$ cat config.mk
export PLATFORM = sky130hd
export DESIGN_NAME = cih_top
export DESIGN_NICKNAME = d
export VERILOG_FILES = /design/src/hdl/cih_clk_div.v /design/src/hdl/cih_line_relay.v /design/src/hdl/cih_top.v
export VERILOG_INCLUDE_DIRS = /design/src /design/src/hdl
export SDC_FILE = /design/constraint.sdc
export NUM_CORES = 1
export LEC_CHECK = 0
export BUFFER_PORTS_ARGS = -buffer_cell sky130_fd_sc_hd__clkbuf_2
export CAP_MARGIN = 20
export CELL_PAD_IN_SITES_DETAIL_PLACEMENT = 1
export CELL_PAD_IN_SITES_GLOBAL_PLACEMENT = 1
export CORE_MARGIN = 2
export CORE_UTILIZATION = 31
export DETAILED_ROUTE_END_ITERATION = 12
export GPL_TIMING_DRIVEN = 0
export PLACE_DENSITY = 0.84
export SLEW_MARGIN = 20
export SYNTH_ARGS = -nofsm -noshare
export SYNTH_HDL_FRONTEND = slang
export SYNTH_HIERARCHICAL = 1
export SYNTH_SLANG_ARGS = --single-unit
$ cat constraint.sdc
create_clock -name clk_sys -period 1.8 [get_ports clk_sys]
set_clock_uncertainty 0.05 [all_clocks]
set_input_delay 0.09 -clock clk_sys [delete_from_list [all_inputs] [get_ports clk_sys]]
set_output_delay 0.09 -clock clk_sys [all_outputs]
set_load 0.05 [all_outputs]
$ cat src/hdl/cih_regs.vh
// Register map, field positions, reset values and clock ratio codes of the card interface.
`ifndef CIH_REGS_VH
`define CIH_REGS_VH
// ----------------------------------------------------------------------
// Register byte offsets
// ----------------------------------------------------------------------
`define CIH_OFF_CTRL 12'h000
`define CIH_OFF_STATUS 12'h004
`define CIH_OFF_IRQ_STATUS 12'h008
`define CIH_OFF_IRQ_MASK 12'h00c
// ----------------------------------------------------------------------
// Fields and reset values
// ----------------------------------------------------------------------
`define CIH_CTRL_RELAY_EN 0
`define CIH_CTRL_DIV00_HALF 1
`define CIH_CTRL_RESET 2'h1
`define CIH_ST_SESSION 0
`define CIH_ST_PRESENT 1
`define CIH_ST_FAULT 2
`define CIH_ST_SYNC 3
`define CIH_ST_PDOWN 4
`define CIH_ST_VOLT5 5
`define CIH_ST_DIV_A 6
`define CIH_ST_DIV_B 7
`define CIH_IRQ_W 4
`define CIH_IRQ_INSERT 0
`define CIH_IRQ_REMOVE 1
`define CIH_IRQ_FAULT 2
`define CIH_IRQ_START 3
`define CIH_IRQ_RESET 4'h0
`define CIH_DATA_ZERO 32'h00000000
// ----------------------------------------------------------------------
// Card clock ratio codes
// ----------------------------------------------------------------------
`define CIH_RATIO_1 2'h0
`define CIH_RATIO_2 2'h1
`define CIH_RATIO_4 2'h2
`define CIH_RATIO_8 2'h3
// Oscillator rising edges per card clock half period for each divided ratio.
`define CIH_HALF_2 3'h1
`define CIH_HALF_4 3'h2
`define CIH_HALF_8 3'h4
`endif

$ cat src/hdl/cih_clk_div.v
// Card clock divider driven by rising edges of the sampled oscillator input.
`timescale 1ns/1ps
`include "cih_regs.vh"
module cih_clk_div #(
  parameter CNT_W = 3
) (
  input wire clk_sys,
  input wire rst,
  input wire osc_input,
  input wire [1:0] ratio_code,
  output reg card_clk_div
);
  reg osc_q;
  reg [CNT_W-1:0] edge_cnt;
  reg [CNT_W-1:0] half_edges;
  wire osc_rise;

  assign osc_rise = osc_input & ~osc_q;

  // Toggle counts in oscillator edges per half period; edges are evenly spaced.
  always @* begin
    case (ratio_code)
      `CIH_RATIO_2: half_edges = `CIH_HALF_2;
      `CIH_RATIO_4: half_edges = `CIH_HALF_4;
      `CIH_RATIO_8: half_edges = `CIH_HALF_8;
      default: half_edges = `CIH_HALF_2;
    endcase
  end

  // Toggling on whole edge counts keeps each half equal, so duty stays at 50%.
  always @(posedge clk_sys) begin
    if (rst) begin
      osc_q <= 1'b0;
      edge_cnt <= 3'h0;
      card_clk_div <= 1'b0;
    end else begin
      osc_q <= osc_input;
      if (ratio_code == `CIH_RATIO_1) begin
        card_clk_div <= osc_input;
        edge_cnt <= 3'h0;
      end else if (osc_rise) begin
        if (edge_cnt == half_edges - 3'h1) begin
          card_clk_div <= ~card_clk_div;
          edge_cnt <= 3'h0;
        end else begin
          edge_cnt <= edge_cnt + 3'h1;
        end
      end
    end
  end
endmodule // cih_clk_div

$ cat src/hdl/cih_line_relay.v
// Bidirectional open-drain relay between one host line and one card contact.
`timescale 1ns/1ps
module cih_line_relay (
  input wire clk_sys,
  input wire rst,
  input wire enable,
  input wire host_in,
  output wire host_out,
  output wire host_oe,
  input wire card_in,
  output wire card_out,
  output wire card_oe
);
  localparam ST_IDLE = 3'h1;
  localparam ST_H2C = 3'h2;
  localparam ST_C2H = 3'h4;
  reg [2:0] state;
  reg [2:0] next_state;

  // Whichever side pulls low first owns the line until it lets go.
  always @* begin
    next_state = state;
    case (state)
      ST_IDLE: begin
        if (!host_in) next_state = ST_H2C;
        else if (!card_in) next_state = ST_C2H;
      end
      ST_H2C: if (host_in) next_state = ST_IDLE;
      ST_C2H: if (card_in) next_state = ST_IDLE;
      default: next_state = ST_IDLE;
    endcase
  end

  always @(posedge clk_sys) begin
    if (rst || !enable) begin
      state <= ST_IDLE;
    end else begin
      state <= next_state;
    end
  end

  // Only low levels are driven; the high level comes from the pull-up.
  assign host_out = 1'b0;
  assign card_out = 1'b0;
  assign host_oe = enable & (state == ST_C2H);
  assign card_oe = enable & (state == ST_H2C);
endmodule // cih_line_relay

$ cat src/hdl/cih_top.v
// Host control logic of a single smart card interface with an APB register slave.
`timescale 1ns/1ps
`include "cih_regs.vh"
// Summary of operation
// - Select high: all host pins work normally.
// - Select low: host control inputs are held.
// - Select low: data lines float, no relaying.
// - Select low: status output released.
// - Sync select low: sequencer drives card clock/reset.
// - Sync select high: card clock copies strobe.
// - Sync select high: card reset follows host reset.
// - Aux lines relayed both ways, pulled up.
// - Clock output buffers oscillator input continuously.
// - Low activation request powers and activates card.
// - Power-down ignored while activation is requested.
// - Status: presence before activation, fault after.
// - Divided card clock duty between 45 and 55%.
module cih_top #(
  parameter ADDR_W = 12
) (
  input wire clk_sys,
  input wire rst,
  // APB slave
  input wire psel,
  input wire penable,
  input wire pwrite,
  input wire [ADDR_W-1:0] paddr,
  input wire [31:0] pwdata,
  output wire pready,
  output reg [31:0] prdata,
  output reg pslverr,
  output wire irq,
  // Host control pins
  input wire device_select,
  input wire activation_request_n,
  input wire host_card_reset_in,
  input wire power_down_request,
  input wire card_voltage_select,
  input wire clock_divide_sel_a,
  input wire clock_divide_sel_b,
  input wire sync_mode_select,
  input wire sync_strobe,
  input wire osc_input,
  output reg buffered_osc_out,
  output wire status_n_out,
  output reg status_n_oe,
  // Host data lines, open drain
  input wire host_card_io_in,
  output wire host_card_io_out,
  output wire host_card_io_oe,
  input wire host_aux_line_1_in,
  output wire host_aux_line_1_out,
  output wire host_aux_line_1_oe,
  input wire host_aux_line_2_in,
  output wire host_aux_line_2_out,
  output wire host_aux_line_2_oe,
  // Card contacts
  input wire card_io_in,
  output wire card_io_out,
  output wire card_io_oe,
  input wire card_aux_1_in,
  output wire card_aux_1_out,
  output wire card_aux_1_oe,
  input wire card_aux_2_in,
  output wire card_aux_2_out,
  output wire card_aux_2_oe,
  output reg card_clk,
  output reg card_rst,
  // Sequencer and protection side
  input wire card_present,
  input wire card_fault,
  output reg card_supply_enable,
  output reg card_voltage_5v,
  output reg power_down_active
);
  // ----------------------------------------------------------------------
  // Declarations
  // ----------------------------------------------------------------------
  reg act_req_n_l;
  reg rst_in_l;
  reg power_down_request_l;
  reg volt_l;
  reg div_a_l;
  reg div_b_l;
  reg sync_l;
  reg session_on;
  reg fault_lat;
  reg rst_enable;
  reg strobe_q;
  reg present_q;
  reg fault_q;
  reg session_q;
  reg [1:0] ctrl;
  reg [`CIH_IRQ_W-1:0] irq_status;
  reg [`CIH_IRQ_W-1:0] irq_mask;
  reg [`CIH_IRQ_W-1:0] next_irq_status;
  reg [`CIH_IRQ_W-1:0] irq_events;
  reg [1:0] ratio_code;
  reg [31:0] next_rdata;
  reg next_slverr;
  wire session_req;
  wire fault_cond;
  wire status_low;
  wire div_clk;
  wire relay_en;
  wire apb_setup;
  wire apb_write;
  wire apb_read;
  wire [2:0] host_in_bus;
  wire [2:0] card_in_bus;
  wire [2:0] host_out_bus;
  wire [2:0] host_oe_bus;
  wire [2:0] card_out_bus;
  wire [2:0] card_oe_bus;
  wire [7:0] status_word;

  // Address match, used by both the read and the write decode.
  function addr_hit;
    input [ADDR_W-1:0] addr;
    input [11:0] offset;
    begin
      addr_hit = (addr == offset[ADDR_W-1:0]);
    end
  endfunction

  // ----------------------------------------------------------------------
  // Host control latches
  // ----------------------------------------------------------------------
  // Transparent while selected, frozen while deselected so several devices
  // can share one control bus.
  always @(posedge clk_sys) begin
    if (rst) begin
      act_req_n_l <= 1'b1;
      rst_in_l <= 1'b0;
      power_down_request_l <= 1'b0;
      volt_l <= 1'b1;
      div_a_l <= 1'b0;
      div_b_l <= 1'b0;
      sync_l <= 1'b0;
    end else if (device_select) begin
      act_req_n_l <= activation_request_n;
      rst_in_l <= host_card_reset_in;
      power_down_request_l <= power_down_request;
      volt_l <= card_voltage_select;
      div_a_l <= clock_divide_sel_a;
      div_b_l <= clock_divide_sel_b;
      sync_l <= sync_mode_select;
    end
  end

  // ----------------------------------------------------------------------
  // Session control
  // ----------------------------------------------------------------------
  assign session_req = ~act_req_n_l;
  assign fault_cond = card_fault | ~card_present;

  // A fault ends the session and stays latched until the host withdraws its
  // request, so a faulty card is never reactivated without host action.
  always @(posedge clk_sys) begin
    if (rst) begin
      session_on <= 1'b0;
      fault_lat <= 1'b0;
      rst_enable <= 1'b0;
      card_supply_enable <= 1'b0;
      card_voltage_5v <= 1'b1;
      power_down_active <= 1'b0;
    end else begin
      if (!session_req) begin
        fault_lat <= 1'b0;
      end else if (session_on && fault_cond) begin
        fault_lat <= 1'b1;
      end
      if (!session_req || fault_lat || fault_cond) begin
        session_on <= 1'b0;
      end else if (card_present) begin
        session_on <= 1'b1;
      end
      rst_enable <= session_on;
      card_supply_enable <= session_on;
      card_voltage_5v <= volt_l;
      power_down_active <= power_down_request_l & act_req_n_l;
    end
  end

  // ----------------------------------------------------------------------
  // Card clock and reset
  // ----------------------------------------------------------------------
  // The all-zero selection is ambiguous; a control bit picks /8 or /2.
  always @* begin
    case ({clock_divide_sel_a_q(div_a_l), div_b_l})
      2'b01: ratio_code = `CIH_RATIO_4;
      2'b11: ratio_code = `CIH_RATIO_2;
      2'b10: ratio_code = `CIH_RATIO_1;
      default: ratio_code = ctrl[`CIH_CTRL_DIV00_HALF] ? `CIH_RATIO_2 : `CIH_RATIO_8;
    endcase
  end

  // Identity helper keeps the case selector readable.
  function clock_divide_sel_a_q;
    input v;
    begin
      clock_divide_sel_a_q = v;
    end
  endfunction

  cih_clk_div #(
    .CNT_W(3)
  ) u_clk_div (
    .clk_sys(clk_sys),
    .rst(rst),
    .osc_input(osc_input),
    .ratio_code(ratio_code),
    .card_clk_div(div_clk)
  );

  // Async mode delays reset release by one sequencer step; sync mode passes
  // the host reset straight through. The strobe is unused in async mode.
  always @(posedge clk_sys) begin
    if (rst) begin
      strobe_q <= 1'b0;
      card_clk <= 1'b0;
      card_rst <= 1'b0;
      buffered_osc_out <= 1'b0;
    end else begin
      strobe_q <= sync_strobe;
      buffered_osc_out <= osc_input;
      if (sync_l) begin
        card_clk <= session_on & strobe_q;
        card_rst <= session_on & rst_in_l;
      end else begin
        card_clk <= session_on & div_clk;
        card_rst <= rst_enable & rst_in_l;
      end
    end
  end

  // ----------------------------------------------------------------------
  // Status output
  // ----------------------------------------------------------------------
  // Open drain: only the low level is driven, and released one clock after deselection.
  assign status_low = session_req ? fault_lat : ~card_present;
  assign status_n_out = 1'b0;

  always @(posedge clk_sys) begin
    if (rst) begin
      status_n_oe <= 1'b0;
    end else begin
      status_n_oe <= device_select & status_low;
    end
  end

  // ----------------------------------------------------------------------
  // Data line relays
  // ----------------------------------------------------------------------
  assign relay_en = device_select & ctrl[`CIH_CTRL_RELAY_EN];
  assign host_in_bus = {host_aux_line_2_in, host_aux_line_1_in, host_card_io_in};
  assign card_in_bus = {card_aux_2_in, card_aux_1_in, card_io_in};

  genvar gi;
  generate
    for (gi = 0; gi < 3; gi = gi + 1) begin : g_relay
      cih_line_relay u_relay (
        .clk_sys(clk_sys),
        .rst(rst),
        .enable(relay_en),
        .host_in(host_in_bus[gi]),
        .host_out(host_out_bus[gi]),
        .host_oe(host_oe_bus[gi]),
        .card_in(card_in_bus[gi]),
        .card_out(card_out_bus[gi]),
        .card_oe(card_oe_bus[gi])
      );
    end
  endgenerate

  assign host_card_io_out = host_out_bus[0];
  assign host_card_io_oe = host_oe_bus[0];
  assign host_aux_line_1_out = host_out_bus[1];
  assign host_aux_line_1_oe = host_oe_bus[1];
  assign host_aux_line_2_out = host_out_bus[2];
  assign host_aux_line_2_oe = host_oe_bus[2];
  assign card_io_out = card_out_bus[0];
  assign card_io_oe = card_oe_bus[0];
  assign card_aux_1_out = card_out_bus[1];
  assign card_aux_1_oe = card_oe_bus[1];
  assign card_aux_2_out = card_out_bus[2];
  assign card_aux_2_oe = card_oe_bus[2];

  // ----------------------------------------------------------------------
  // Interrupt events
  // ----------------------------------------------------------------------
  always @(posedge clk_sys) begin
    if (rst) begin
      present_q <= 1'b0;
      fault_q <= 1'b0;
      session_q <= 1'b0;
    end else begin
      present_q <= card_present;
      fault_q <= fault_lat;
      session_q <= session_on;
    end
  end

  always @* begin
    irq_events = `CIH_IRQ_RESET;
    irq_events[`CIH_IRQ_INSERT] = card_present & ~present_q;
    irq_events[`CIH_IRQ_REMOVE] = ~card_present & present_q;
    irq_events[`CIH_IRQ_FAULT] = fault_lat & ~fault_q;
    irq_events[`CIH_IRQ_START] = session_on & ~session_q;
  end

  // A read clears only the bits captured for it, so a later event is never lost.
  always @* begin
    next_irq_status = irq_status;
    if (apb_read && addr_hit(paddr, `CIH_OFF_IRQ_STATUS)) begin
      next_irq_status = irq_status & ~prdata[`CIH_IRQ_W-1:0];
    end
    next_irq_status = next_irq_status | irq_events;
  end

  assign irq = |(irq_status & irq_mask);

  // ----------------------------------------------------------------------
  // APB slave
  // ----------------------------------------------------------------------
  // Zero wait states: read data is captured in the setup cycle so that it
  // comes from a flip-flop yet is valid throughout the access cycle.
  assign pready = 1'b1;
  assign apb_setup = psel & ~penable;
  assign apb_write = psel & penable & pwrite;
  assign apb_read = psel & penable & ~pwrite;
  assign status_word = {div_b_l, div_a_l, volt_l, power_down_active, sync_l,
                        fault_lat, card_present, session_on};

  always @* begin
    next_rdata = `CIH_DATA_ZERO;
    next_slverr = 1'b0;
    if (addr_hit(paddr, `CIH_OFF_CTRL)) begin
      next_rdata[1:0] = ctrl;
    end else if (addr_hit(paddr, `CIH_OFF_STATUS)) begin
      next_rdata[7:0] = status_word;
    end else if (addr_hit(paddr, `CIH_OFF_IRQ_STATUS)) begin
      next_rdata[`CIH_IRQ_W-1:0] = irq_status;
    end else if (addr_hit(paddr, `CIH_OFF_IRQ_MASK)) begin
      next_rdata[`CIH_IRQ_W-1:0] = irq_mask;
    end else begin
      next_slverr = 1'b1;
    end
  end

  always @(posedge clk_sys) begin
    if (rst) begin
      prdata <= `CIH_DATA_ZERO;
      pslverr <= 1'b0;
      ctrl <= `CIH_CTRL_RESET;
      irq_mask <= `CIH_IRQ_RESET;
      irq_status <= `CIH_IRQ_RESET;
    end else begin
      irq_status <= next_irq_status;
      if (apb_setup) begin
        prdata <= pwrite ? `CIH_DATA_ZERO : next_rdata;
        pslverr <= next_slverr;
      end
      if (apb_write && addr_hit(paddr, `CIH_OFF_CTRL)) begin
        ctrl <= pwdata[1:0];
      end
      if (apb_write && addr_hit(paddr, `CIH_OFF_IRQ_MASK)) begin
        irq_mask <= pwdata[`CIH_IRQ_W-1:0];
      end
    end
  end
endmodule // cih_top

# ---- Word-level counts from Yosys, hierarchy flattened
# Index checks and enable logic that the tools add are counted.
dict set report totals {
  reg_bits 75
  inputBits 67
  out_inout_bits 55
  word_cells 150
}
dict set report classes {
  add_sub_neg 2
  n_eq_ne 27
  muxes 37
  bitwise_logic 35
  n_reduce_logical 20
}
# operator n
set ops {}
lappend ops {{3-bit 2-to-1 mux} 13}
lappend ops {{3-bit one-hot mux with 3 select lines} 3}
lappend ops {{12-bit by 4-bit == test with 1-bit output (second input constant)} 2}
lappend ops {{1-bit bitwise AND} 22}
lappend ops {{4-bit 2-to-1 mux} 5}
lappend ops {{12-bit by 3-bit == test with 1-bit output (second input constant)} 1}
lappend ops {{12-bit zero test} 1}
lappend ops {{2-bit != test (second input constant)} 6}
lappend ops {{1-bit 2-to-1 mux} 10}
lappend ops {{3-bit by 1-bit == test with 1-bit output (second input constant)} 3}
lappend ops {{3-bit by 2-bit == test with 1-bit output (second input constant)} 3}
lappend ops {{3-bit == test (second input constant)} 3}
lappend ops {{3-bit != test (second input constant)} 3}
lappend ops {{3-bit AND reduction} 3}
lappend ops {{4-bit bitwise AND} 2}
lappend ops {{2-bit == test (second input constant)} 4}
lappend ops {{8-bit 2-to-1 mux} 1}
lappend ops {{1-bit NOT} 8}
lappend ops {{6-bit 2-to-1 mux} 1}
lappend ops {{2-bit one-hot mux with 3 select lines} 1}
lappend ops {{3-bit one-hot mux with 2 select lines} 1}
lappend ops {{2-bit OR reduction} 3}
lappend ops {{1-bit logical AND} 4}
lappend ops {{2-bit 2-to-1 mux} 2}
lappend ops {{other kinds (13)} 16}

# ---- Logic depth before layout (Yosys ltp)
# Gate-level depths: netlist (run 1).
dict set report depth {
  ltp_word 9
  mapped_depth 7
}

# ---- By module
# Netlist (run 1), hierarchy kept.
# mod instances cells_each area_each_um2 seq_area_each_um2
set modules_own_cells {}
lappend modules_own_cells {cih_top 1 191 1810.5 760.7}
lappend modules_own_cells {cih_line_relay 3 21 187.7 60.1}
lappend modules_own_cells {cih_clk_div 1 29 299.0 100.1}

# ---- Least setup slack after synthesis (run 1)
# Ideal clock, no wire load.
dict set report synth_timing {
  kind {in2out}
  from {input port device_select}
  to {output port card_aux_1_oe}
  arrival_ps 1905
  t_required_ps 1660
  path_slack_ps -245
  cell_stages 4
  n_path_buf 1
  cell_sequence {clkbuf_1 -> and2_1 -> nand2_1 -> nor3_1}
}
dict set report synth_via {
  elab_chain_len 2
}
# element line
set synth_rtl {}
lappend synth_rtl {{from (decl)} cih_top.v:34} ;# input wire device_select,
lappend synth_rtl {{1-bit bitwise AND} cih_top.v:255} ;# assign relay_en = device_select & ctrl[`CIH_CTRL_RELAY_EN];
lappend synth_rtl {{via relay_en} cih_top.v:105} ;# wire relay_en;
lappend synth_rtl {{1-bit bitwise AND} cih_line_relay.v:46} ;# assign card_oe = enable & (state == ST_H2C);
lappend synth_rtl {{to (decl)} cih_top.v:63} ;# output wire card_aux_1_oe,
# The timed path passes the listed nets, and every way through them passes these cells.

# ---- Final worst setup path (run 1)
dict set report layout_timing {
  from {register div_a_l (netlist: clock_divide_sel_a_q.v)}
  to {register u_clk_div.edge_cnt[2]}
}
dict set report layout_via {
  elab_chain_len 7
}
# element line
set layout_rtl {}
lappend layout_rtl {{from (decl)} cih_top.v:83} ;# reg div_a_l;
lappend layout_rtl {{from (signal assigned)} cih_top.v:145} ;# div_a_l <= clock_divide_sel_a;
lappend layout_rtl {{2-bit == test or 2-bit by 1-bit == test with 1-bit output (tied branches)} cih_top.v:190} ;# case ({clock_divide_sel_a_q(div_a_l), div_b_l})
lappend layout_rtl {{2-bit one-hot mux with 3 select lines (*)} cih_top.v:190}
lappend layout_rtl {{via ratio_code[1]} cih_top.v:98} ;# reg [1:0] ratio_code;
lappend layout_rtl {{2-bit == test} cih_clk_div.v:22} ;# case (ratio_code)
lappend layout_rtl {{3-bit one-hot mux with 2 select lines} cih_clk_div.v:22}
lappend layout_rtl {{3-bit by 1-bit subtractor with 3-bit output} cih_clk_div.v:42} ;# if (edge_cnt == half_edges - 3'h1) begin
lappend layout_rtl {{3-bit == test} cih_clk_div.v:42}
lappend layout_rtl {{3-bit 2-to-1 mux} cih_clk_div.v:42}
lappend layout_rtl {{to (signal assigned)} cih_clk_div.v:46} ;# edge_cnt <= edge_cnt + 3'h1;
lappend layout_rtl {{to (decl)} cih_clk_div.v:14} ;# reg [CNT_W-1:0] edge_cnt;
# Mark *: on every way through the listed nets, which the timed path passes. The rest lies on a longest branch.
# A chain may end at the register's enable or synchronous reset.

==> results of run 1 <==
state kept, by name, indices dropped and copies added, names as in the netlist, 2 cells and up:
| register | count |
|---|---|
| ctrl | 2 |
| g_relay.u_relay/state | 9 |
| irq_mask | 4 |
| irq_status | 4 |
| prdata | 8 |
| u_clk_div/edge_cnt | 3 |
through the flow:
stage	std cells	worst slack, ns
2_1_floorplan	310	0.0229
3_3_place_gp	474	-0.112
3_5_place_dp	474	-0.163
4_1_cts	500	-0.00511
5_1_grt	500	-0.0277
6_report	500	0.0349
worst reg2reg max path, cell delays in order, from the launching register on:
cell       delay, ns
dfxtp_2         0.34
inv_2           0.07
ha_1            0.15
inv_1           0.07
mux2i_4         0.23
a21oi_2         0.11
or2_4           0.28
a2111oi_1       0.36
cell usage in the layout, fill, tap and decap left out, types with 3 or more instances in the layout:
cell type / Yosys / routed
clkbuf_2: 0 / 59
dfxtp_1: 52 / 50
buf_4: 34 / 36
conb_1: 5 / 32
nor2_1: 19 / 19
dlygate4sd3_1: 0 / 17
nor2b_1: 16 / 16
nand2_1: 11 / 11
a21oi_1: 11 / 11
mux2i_1: 9 / 8
nor4_1: 7 / 7
inv_1: 8 / 6
nand3_1: 6 / 6
a22o_1: 6 / 6
nor4b_1: 6 / 6
inv_2: 3 / 5
nand2b_1: 5 / 5
o21ai_0: 5 / 5
clkbuf_8: 0 / 5
xnor2_1: 5 / 5
a311oi_1: 4 / 4
nor3_2: 1 / 4
a2111oi_2: 4 / 4
clkbuf_1: 4 / 3
or2_2: 3 / 3
nor3_1: 6 / 3
nor3b_1: 3 / 3
nand4_1: 3 / 3
and4bb_2: 3 / 3
o311ai_1: 3 / 3
and3b_1: 3 / 3
cell families after synthesis:
kind of cell             share of synthesized area (%)
XOR/XNOR                                          1.97
flip-flops                                        39.0
adder cells (fa/ha/maj)                           1.40
multiplexers                                      5.06
AO/OA/AOI/OAI                                     15.1
other                                            0.702
AND/OR/NAND/NOR                                   25.0
buffers and inverters                             11.8
path summary, 6_finish.rpt:
path,from,end,slack (ns),cells after the start
worst max-delay path,clock_divide_sel_a_q.v,u_clk_div/edge_cnt[2],0.03,7
worst min-delay path,sync_mode_select,sync_l,0.005,3
worst max register to register,clock_divide_sel_a_q.v,u_clk_div/edge_cnt[2],0.03,7
worst min register to register,power_down_request_l,power_down_active,0.40,2
cell usage after synthesis (all sizes together) (7+ instances only):
master,n,area (sq um)
nand2,11,41.3
a21oi,12,63.8
nor2,19,71.3
a2111oi,7,88.8
nor3,7,40.0
dfxtp,52,1040
inv,11,41.3
nor4,9,86.3
nor2b,16,100
mux2i,9,90.1
buf,35,260
final cells by class:
type,instances,share of cell area [%]
multi-input cells,208,41.7
flip-flops and latches,52,29.5
repair buffers,78,13.6
plain buffers,38,7.67
well taps,105,3.71
clock buffers,5,1.94
inverters,11,1.17
clock inverters,3,0.777
routing by layer:
| metal | track usage (%) | wire length [um] | up-vias | part of all wire, % |
|---|---|---|---|---|
| li1 | - | - | 1187 | - |
| met1 | 18.7 | 3050 | 1169 | 41 |
| met2 | 30.1 | 3870 | 67 | 52 |
| met3 | 3.83 | 409 | 6 | 5.5 |
| met4 | 4.44 | 72 | 0 | 0.97 |
| met5 | 0 | 0 | - | 0 |
repair_timing:
| item | CTS | global route |
|---|---|---|
| hold buffers | 17 | 0 |
| setup endpoints to repair | 9 | 9 |
| pin swaps | 0 | 1 |
| endpoints found under the hold margin | 18 | 0 |
| buffers inserted | 1 | 1 |
| resized for setup | 6 | 5 |
where the power goes:
group,leakage [uW],total (uW),internal [uW],switching [uW]
clock,0.0000463,703,286,417
sequential,0.000425,1240,1190,45.1
combinational,0.00105,577,223,354
==> flow_summary.ini, run 1 <==
[finish]
antennaDiodeCount = 0
final-seq-area_sq_mm = 0.00104
layout-drive-gt1-share_pct = 34.7
postLayoutCoreUtil_pct = 42.7
fill_cells = 996
fin_nets = 464
fin_area_sq_mm = 0.00354
syn_to_final_growth_pct = 32.5
multi_input_area_sq_mm = 0.00148

[clock_tree]
cts_tree = done
clk_latency_ns = 0.31
htreeDepth = 2
path_clk_slew_ns = 0.10
cts_sinks = 52
cts_root_buf = clkbuf_8
cts_buffers = 5
ctsLongestPathBuffers = 2

[logic_synthesis]
yosysWarnings = 6
synthCells = 283
ys_ff_latch = 52
synth_edf_count = 0
syn-cell-area_sq_mm = 0.00267
synthArstFlopShare_pct = 0
ys_types = 55
syn_area_per_cell_sq_um = 9.44
ys_seq_area_share_pct = 39.0
ys.flop_type = dfxtp_1

[drt]
vias = 2429
avgViaCountPerCell = 4.86
drc_errors = 0
wl_per_cell_um = 14.8
firstDrtPassIters = 4
wirelength_um = 7400
ant_nets = 0
drt-initial-drc-count = 45

[sta]
hold_viol_final = 0
fin_crit_sh_pct = 98.1
whs_ns = 0.00508
fin_tns_setup_ns = 0
maxSlewViolCount = 0
setup_violations = 0
finalCriticalPeriod_ns = 1.77
rsz0062_at_grt = yes
tightest_slew_ns = 0.693
fmax_mhz = 567
maxSlewHeadroom_pct = 53.6

[setup_path]
crit_chain = inv_2, ha_1, inv_1, mux2i_4, a21oi_2, or2_4, a2111oi_1
end_kind = flip-flop
cp-start-kind = flip-flop
critPathArrivalTime_ns = 1.92
cp_num_buf_inv = 2
critPathKind = reg -> reg
cp_slowest_cell = a2111oi_1
critical-path-top-delay-family = compound AO/OA/AOI/OAI gates
worst_ep_required_time_ns = 1.95
worstPathMaxFanout = 5
cp_slowest_stage_delay_ns = 0.36

[power]
ir_drop_mv = 0.353
total_power_uw = 2520
p_leak_uw = 0.00152
powerDensity_mw_per_mm2 = 710

[grt]
antenna_found_initial = 0
grt.overflow.total = 0
grt_first_pass_wirelength_um = 12500
grtUsageTotal_pct = 16.3
grt_max_degree = 19
grt_pass1_vias = 2540

[floorplan]
initial_core_util_pct = 32.2
die_h_um = 96.9
io_pins = 122
core_sq_mm = 0.00830
dieArea_sq_mm = 0.00938
die_w_um = 96.9
row_count = 33

[min_path]
hold_path.class = in -> reg

[placed_design]
place_area_sq_mm = 0.00322
gp_congestion = 0.791
io_buffers = 59
dp_hpwl_um = 5570

[flow_run]
maxCapViolCount = 0

[outcome]
status = completed
No activity file was read; power rests on OpenSTA's default activity.
==> run 2, diff against run 1 <==
Settings changed: CORE_ASPECT_RATIO set to 0.8, CORE_UTILIZATION 31 to 37, PLACE_DENSITY 0.84 to 0.93.
Clock period 1.8 ns to 2.04 ns, I/O delays scaled along.
==> run 2 against run 1 <==
  * Design area down 0.49%
  * First-iteration DRC count up 58%
  * Hold slack better by 0.0099 ns
  * Critical endpoint unchanged
  * Highest routed layer unchanged
==> flow_summary.ini, run 2 (same netlist as run 1, synthesis figures left out) <==
[flow_run]
maxCapViolCount = 0

[sta]
worst_slack_ns = 0.0863
maxSlewHeadroom_pct = 54.2
maxSlewViolCount = 0
setup_violations = 0
fin_crit_sh_pct = 95.8
tightest_slew_ns = 0.682
whs_ns = 0.0149
fmax_mhz = 512
hold_viol_final = 0
finalCriticalPeriod_ns = 1.95
rsz0062_at_grt = no

[finish]
fin_nets = 461
layout_commonest_cell = clkbuf_2
largest_register_ffs = 9
final_cell_mix = clkbuf_2 (59), dfxtp_1 (52), buf_4 (34)
fill_cells = 838
regMostFlops = g_relay.u_relay/state
layout-drive-gt1-share_pct = 33.4
top_regs = g_relay.u_relay/state: 9 flops, prdata: 8 flops
instances_no_fill = 479
antennaDiodeCount = 0
syn_to_final_growth_pct = 31.8

[setup_path]
critPathKind = reg -> reg
cp_slowest_stage_delay_ns = 0.37
worst_ep_required_time_ns = 2.19
cp-start-kind = flip-flop
cp_slowest_cell = a2111oi_2
crit_chain = inv_1, ha_2, mux2i_4, a21oi_2, or2_4, a2111oi_2
end_kind = flip-flop
ff2ff_setup_slack_ns = 0.09
critPathArrivalTime_ns = 2.11
worstPathMaxFanout = 6

[floorplan]
core_sq_mm = 0.00693
initial_core_util_pct = 38.6
row_count = 27
io_pins = 122
die_w_um = 99.0
die_h_um = 80.0
dieArea_sq_mm = 0.00792

[power]
powerDensity_mw_per_mm2 = 728
p_leak_uw = 0.00153
ir_drop_mv = 0.292

[clock_tree]
cts_buffers = 5
htreeDepth = 2
cts_sinks = 52
cts_tree = done
ctsLongestPathBuffers = 2
cts_root_buf = clkbuf_8
clk_latency_ns = 0.31
path_clk_slew_ns = 0.10

[grt]
antenna_found_initial = 0
grt_pass1_vias = 2482
grt_first_pass_wirelength_um = 12500
grtUsageTotal_pct = 19.8
grt.overflow.total = 0
grt_max_degree = 17

[drt]
vias = 2460
ant_nets = 0
avgViaCountPerCell = 5.14
wl_per_cell_um = 16.3
firstDrtPassIters = 4
drc_errors = 0
drt-initial-drc-count = 71
wirelength_um = 7800

[placed_design]
place_ws_ns = -0.160
numPlacedInstances = 456
dp_hpwl_um = 5520
gp_congestion = 0.886
io_buffers = 59

[outcome]
status = completed

[min_path]
hold_path.class = in -> reg
==> run 2: changes by cell type in the layout (fill, tap and decap cells not counted), sizes merged <==
| cell | before | now |
|---|---|---|
| buf | 37 | 35 |
| bufinv | 0 | 3 |
| clkbuf | 67 | 68 |
| clkinv | 1 | 0 |
| clkinvlp | 1 | 0 |
| dlygate4sd3 | 17 | 15 |
| inv | 12 | 11 |
==> run 2: final timing paths <==
path | startpoint | end | depth (start not counted)
worst max-delay path | clock_divide_sel_a_q.v | u_clk_div/edge_cnt[2] | 6
worst min-delay path | pwdata[0] | ctrl[0] | 2
worst max register to register | clock_divide_sel_a_q.v | u_clk_div/edge_cnt[2] | 6
worst min register to register | power_down_request_l | power_down_active | 2
==> run 2: routing by layer <==
metal / wire (um) / up-vias / global-route usage (%)
met5: 0 / - / 0
met4: 88 / 0 / 5.48
met3: 514 / 10 / 3.94
met2: 4070 / 96 / 36.8
met1: 3130 / 1182 / 23.1
li1: - / 1172 / -
==> run 2: per-stage QoR <==
stage               setup TNS, ns  util, %  total power, uW  cell area, sq um
finish                          0     50.9             2570              3520
CTS                             0     50.7             2570              3510
detailed placement         -0.348     46.1             1570              3190
global placement         -0.00474     46.1             1550              3190
global route                    0     50.9             2660              3520
floorplan                       0        -             1460              2790
==> run 2: timing repair <==
action	4_1_cts	5_1_grt
endpoints found under the hold margin	15	0
gates resized for setup	2	3
endpoints found under the setup margin	3	8
setup buffers	0	0
hold buffers	15	0
==> run 2: power by group <==
| group | total [uW] | internal [uW] | switching [uW] |
|---|---|---|---|
| Clock | 976 | 613 | 363 |
| Sequential | 1090 | 1050 | 40.8 |
| Combinational | 500 | 185 | 314 |
| Total | 2570 | 1850 | 718 |
==> run 2: worst max-delay path: cells and delay by family (launching register included) <==
kind | cells | cell delay, ns
adder cells (fa/ha/maj) | 1 | 0.21
AO/OA/AOI/OAI | 2 | 0.49
AND/OR/NAND/NOR | 1 | 0.29
multiplexers | 1 | 0.34
flip-flops | 1 | 0.35
buffers and inverters | 1 | 0.09
==> run 2: cell type report <==
| type | count | area, sq um | area share, % |
|---|---|---|---|
| Multi-Input combinational cell | 208 | 1450 | 41.2 |
| Sequential cell | 52 | 1040 | 29.5 |
| Timing Repair Buffer | 74 | 445 | 12.6 |
| Buffer | 39 | 275 | 7.81 |
| Tap cell | 87 | 109 | 3.09 |
| Clock inverter | 3 | 90.1 | 2.56 |
| Clock buffer | 5 | 68.8 | 1.95 |
| Inverter | 11 | 41.3 | 1.17 |
==> run 3, diff against run 2 <==
--- a/config.mk
+++ b/config.mk
@@ -13,3 +13,3 @@
 export CORE_ASPECT_RATIO = 0.8
-export CORE_MARGIN = 2
+export CORE_MARGIN = 8
 export CORE_UTILIZATION = 37
--- a/constraint.sdc
+++ b/constraint.sdc
@@ -4,2 +4,2 @@
 set_output_delay 0.102 -clock clk_sys [all_outputs]
-set_load 0.05 [all_outputs]
+set_load 0.02 [all_outputs]
==> run 3 against run 2 <==
  * Register-to-register slack hardly changed
  * Largest power group unchanged
  * Sequential power about the same
  * Critical path depth is the same
  * Clock power down 39%
==> flow_summary.ini, run 3 (same netlist as run 1, synthesis figures left out) <==
[floorplan]
die_w_um = 111
die_h_um = 92.0
initial_core_util_pct = 38.6
core_sq_mm = 0.00693
dieArea_sq_mm = 0.0102
io_pins = 122
row_count = 27

[flow_run]
maxCapViolCount = 0

[grt]
grt_first_pass_wirelength_um = 12500
grt.overflow.total = 0
grtUsageTotal_pct = 14.5
antenna_found_initial = 0
grt_max_degree = 16
grt_pass1_vias = 2507

[finish]
layout_commonest_cell = clkbuf_2
largest_register_ffs = 9
fill_cells = 829
postLayoutCoreUtil_pct = 49.0
fin_area_sq_mm = 0.00339
instances_no_fill = 474
syn_to_final_growth_pct = 26.9
antennaDiodeCount = 0
final_cell_mix = clkbuf_2 (59), dfxtp_1 (51), buf_4 (34)
top_regs = g_relay.u_relay/state: 9 flops, prdata: 8 flops
regMostFlops = g_relay.u_relay/state
fin_nets = 456
multi_input_area_sq_mm = 0.00143
final-seq-area_sq_mm = 0.00104
layout-drive-gt1-share_pct = 32.6

[power]
p_leak_uw = 0.00147
powerDensity_mw_per_mm2 = 614
ir_drop_mv = 0.306

[drt]
avgViaCountPerCell = 5.00
vias = 2369
drt-initial-drc-count = 41
wirelength_um = 7540
wl_per_cell_um = 15.9
drc_errors = 0
ant_nets = 0
firstDrtPassIters = 4

[sta]
maxSlewViolCount = 0
rsz0062_at_grt = no
finalCriticalPeriod_ns = 1.95
tightest_slew_ns = 0.650
hold_viol_final = 0
whs_ns = 0.00665
setup_violations = 0
fin_tns_setup_ns = 0
fmax_mhz = 512
fin_crit_sh_pct = 95.7
maxSlewHeadroom_pct = 56.3

[setup_path]
critPathKind = reg -> reg
worst_ep_required_time_ns = 2.18
reg2reg_to = u_clk_div/edge_cnt[2]
critPathArrivalTime_ns = 2.09
worstPathMaxFanout = 6
rr_worst_depth = 6
end_kind = flip-flop
cp-start-kind = flip-flop
timing.rr.start = clock_divide_sel_a_q.v
ff2ff_setup_slack_ns = 0.09

[min_path]
hold_path.class = in -> reg
holdPathEnd = div_b_l
hold-path-cell-count = 3
min-delay-start = clock_divide_sel_b

[clock_tree]
path_clk_slew_ns = 0.09
cts_sinks = 52
cts_root_buf = clkbuf_8
htreeDepth = 2
clk_latency_ns = 0.29
cts_tree = done
ctsLongestPathBuffers = 2
cts_buffers = 5

[placed_design]
place_area_sq_mm = 0.00318
numPlacedInstances = 456
gp_congestion = 0.887
dp_hpwl_um = 5920
io_buffers = 59

[outcome]
status = completed
[run 3: cell count changes in the layout (fill, tap and decap cells not counted), sizes merged]
| cell | previous run | this run |
|---|---|---|
| bufinv | 3 | 0 |
| clkbuf | 68 | 70 |
| clkinvlp | 0 | 1 |
| dlygate4sd3 | 15 | 10 |
[run 3: critical path, stage by stage (launching register included)]
cell       delay, ns
dfxtp_1         0.34
inv_1           0.09
ha_1            0.23
mux2i_4         0.36
a21oi_2         0.12
or2_4           0.29
a2111oi_1       0.37
[run 3: cell type report]
class	count	area share [%]
buffer	39	8.12
clock buffer	7	2.55
clock inverter	1	0.221
inverter	11	1.22
multi-input combinational	208	42.3
sequential	52	30.7
tap	87	3.21
timing repair buffer	69	11.7
[run 3: worst max-delay path by stage]
stage,startpoint,endpoint,slack (ns)
4_1_cts,div_b_l,u_clk_div/edge_cnt[1],0.05
5_1_grt,clock_divide_sel_a_q.v,u_clk_div/edge_cnt[2],0.01
3_5_place_dp,div_b_l,u_clk_div/edge_cnt[1],-0.15
3_3_place_gp,div_b_l,u_clk_div/edge_cnt[1],0.001
2_1_floorplan,div_b_l,u_clk_div/edge_cnt[1],0.20
6_report,clock_divide_sel_a_q.v,u_clk_div/edge_cnt[2],0.09
[run 3: what timing repair did]
action	4_1_cts	5_1_grt
hold buffers	10	0
endpoints found under the hold margin	10	0
endpoints found under the setup margin	3	2
buffers inserted	0	0
gates resized for setup	2	2
[run 3: layer usage]
layer	up-vias	GRT usage [%]	share of wire, %
met4	0	3.77	1.4
met3	14	4.56	5.7
met1	1114	16.2	43
li1	1165	-	-
met2	76	26.0	50
met5	-	0	0
[run 3: through the flow]
step | total power [uW] | setup slack (ns)
after CTS | 2100 | 0.0483
after global routing | 2190 | 0.0118
after detailed placement | 1480 | -0.153
final | 2080 | 0.0886
after global placement | 1460 | 0.00146
after floorplan | 1370 | 0.197
[run 3: power by group]
part	total [uW]	internal [uW]	switching (uW)
registers	1090	1050	38.7
clock network	596	276	320
logic	396	178	218
total	2080	1500	577
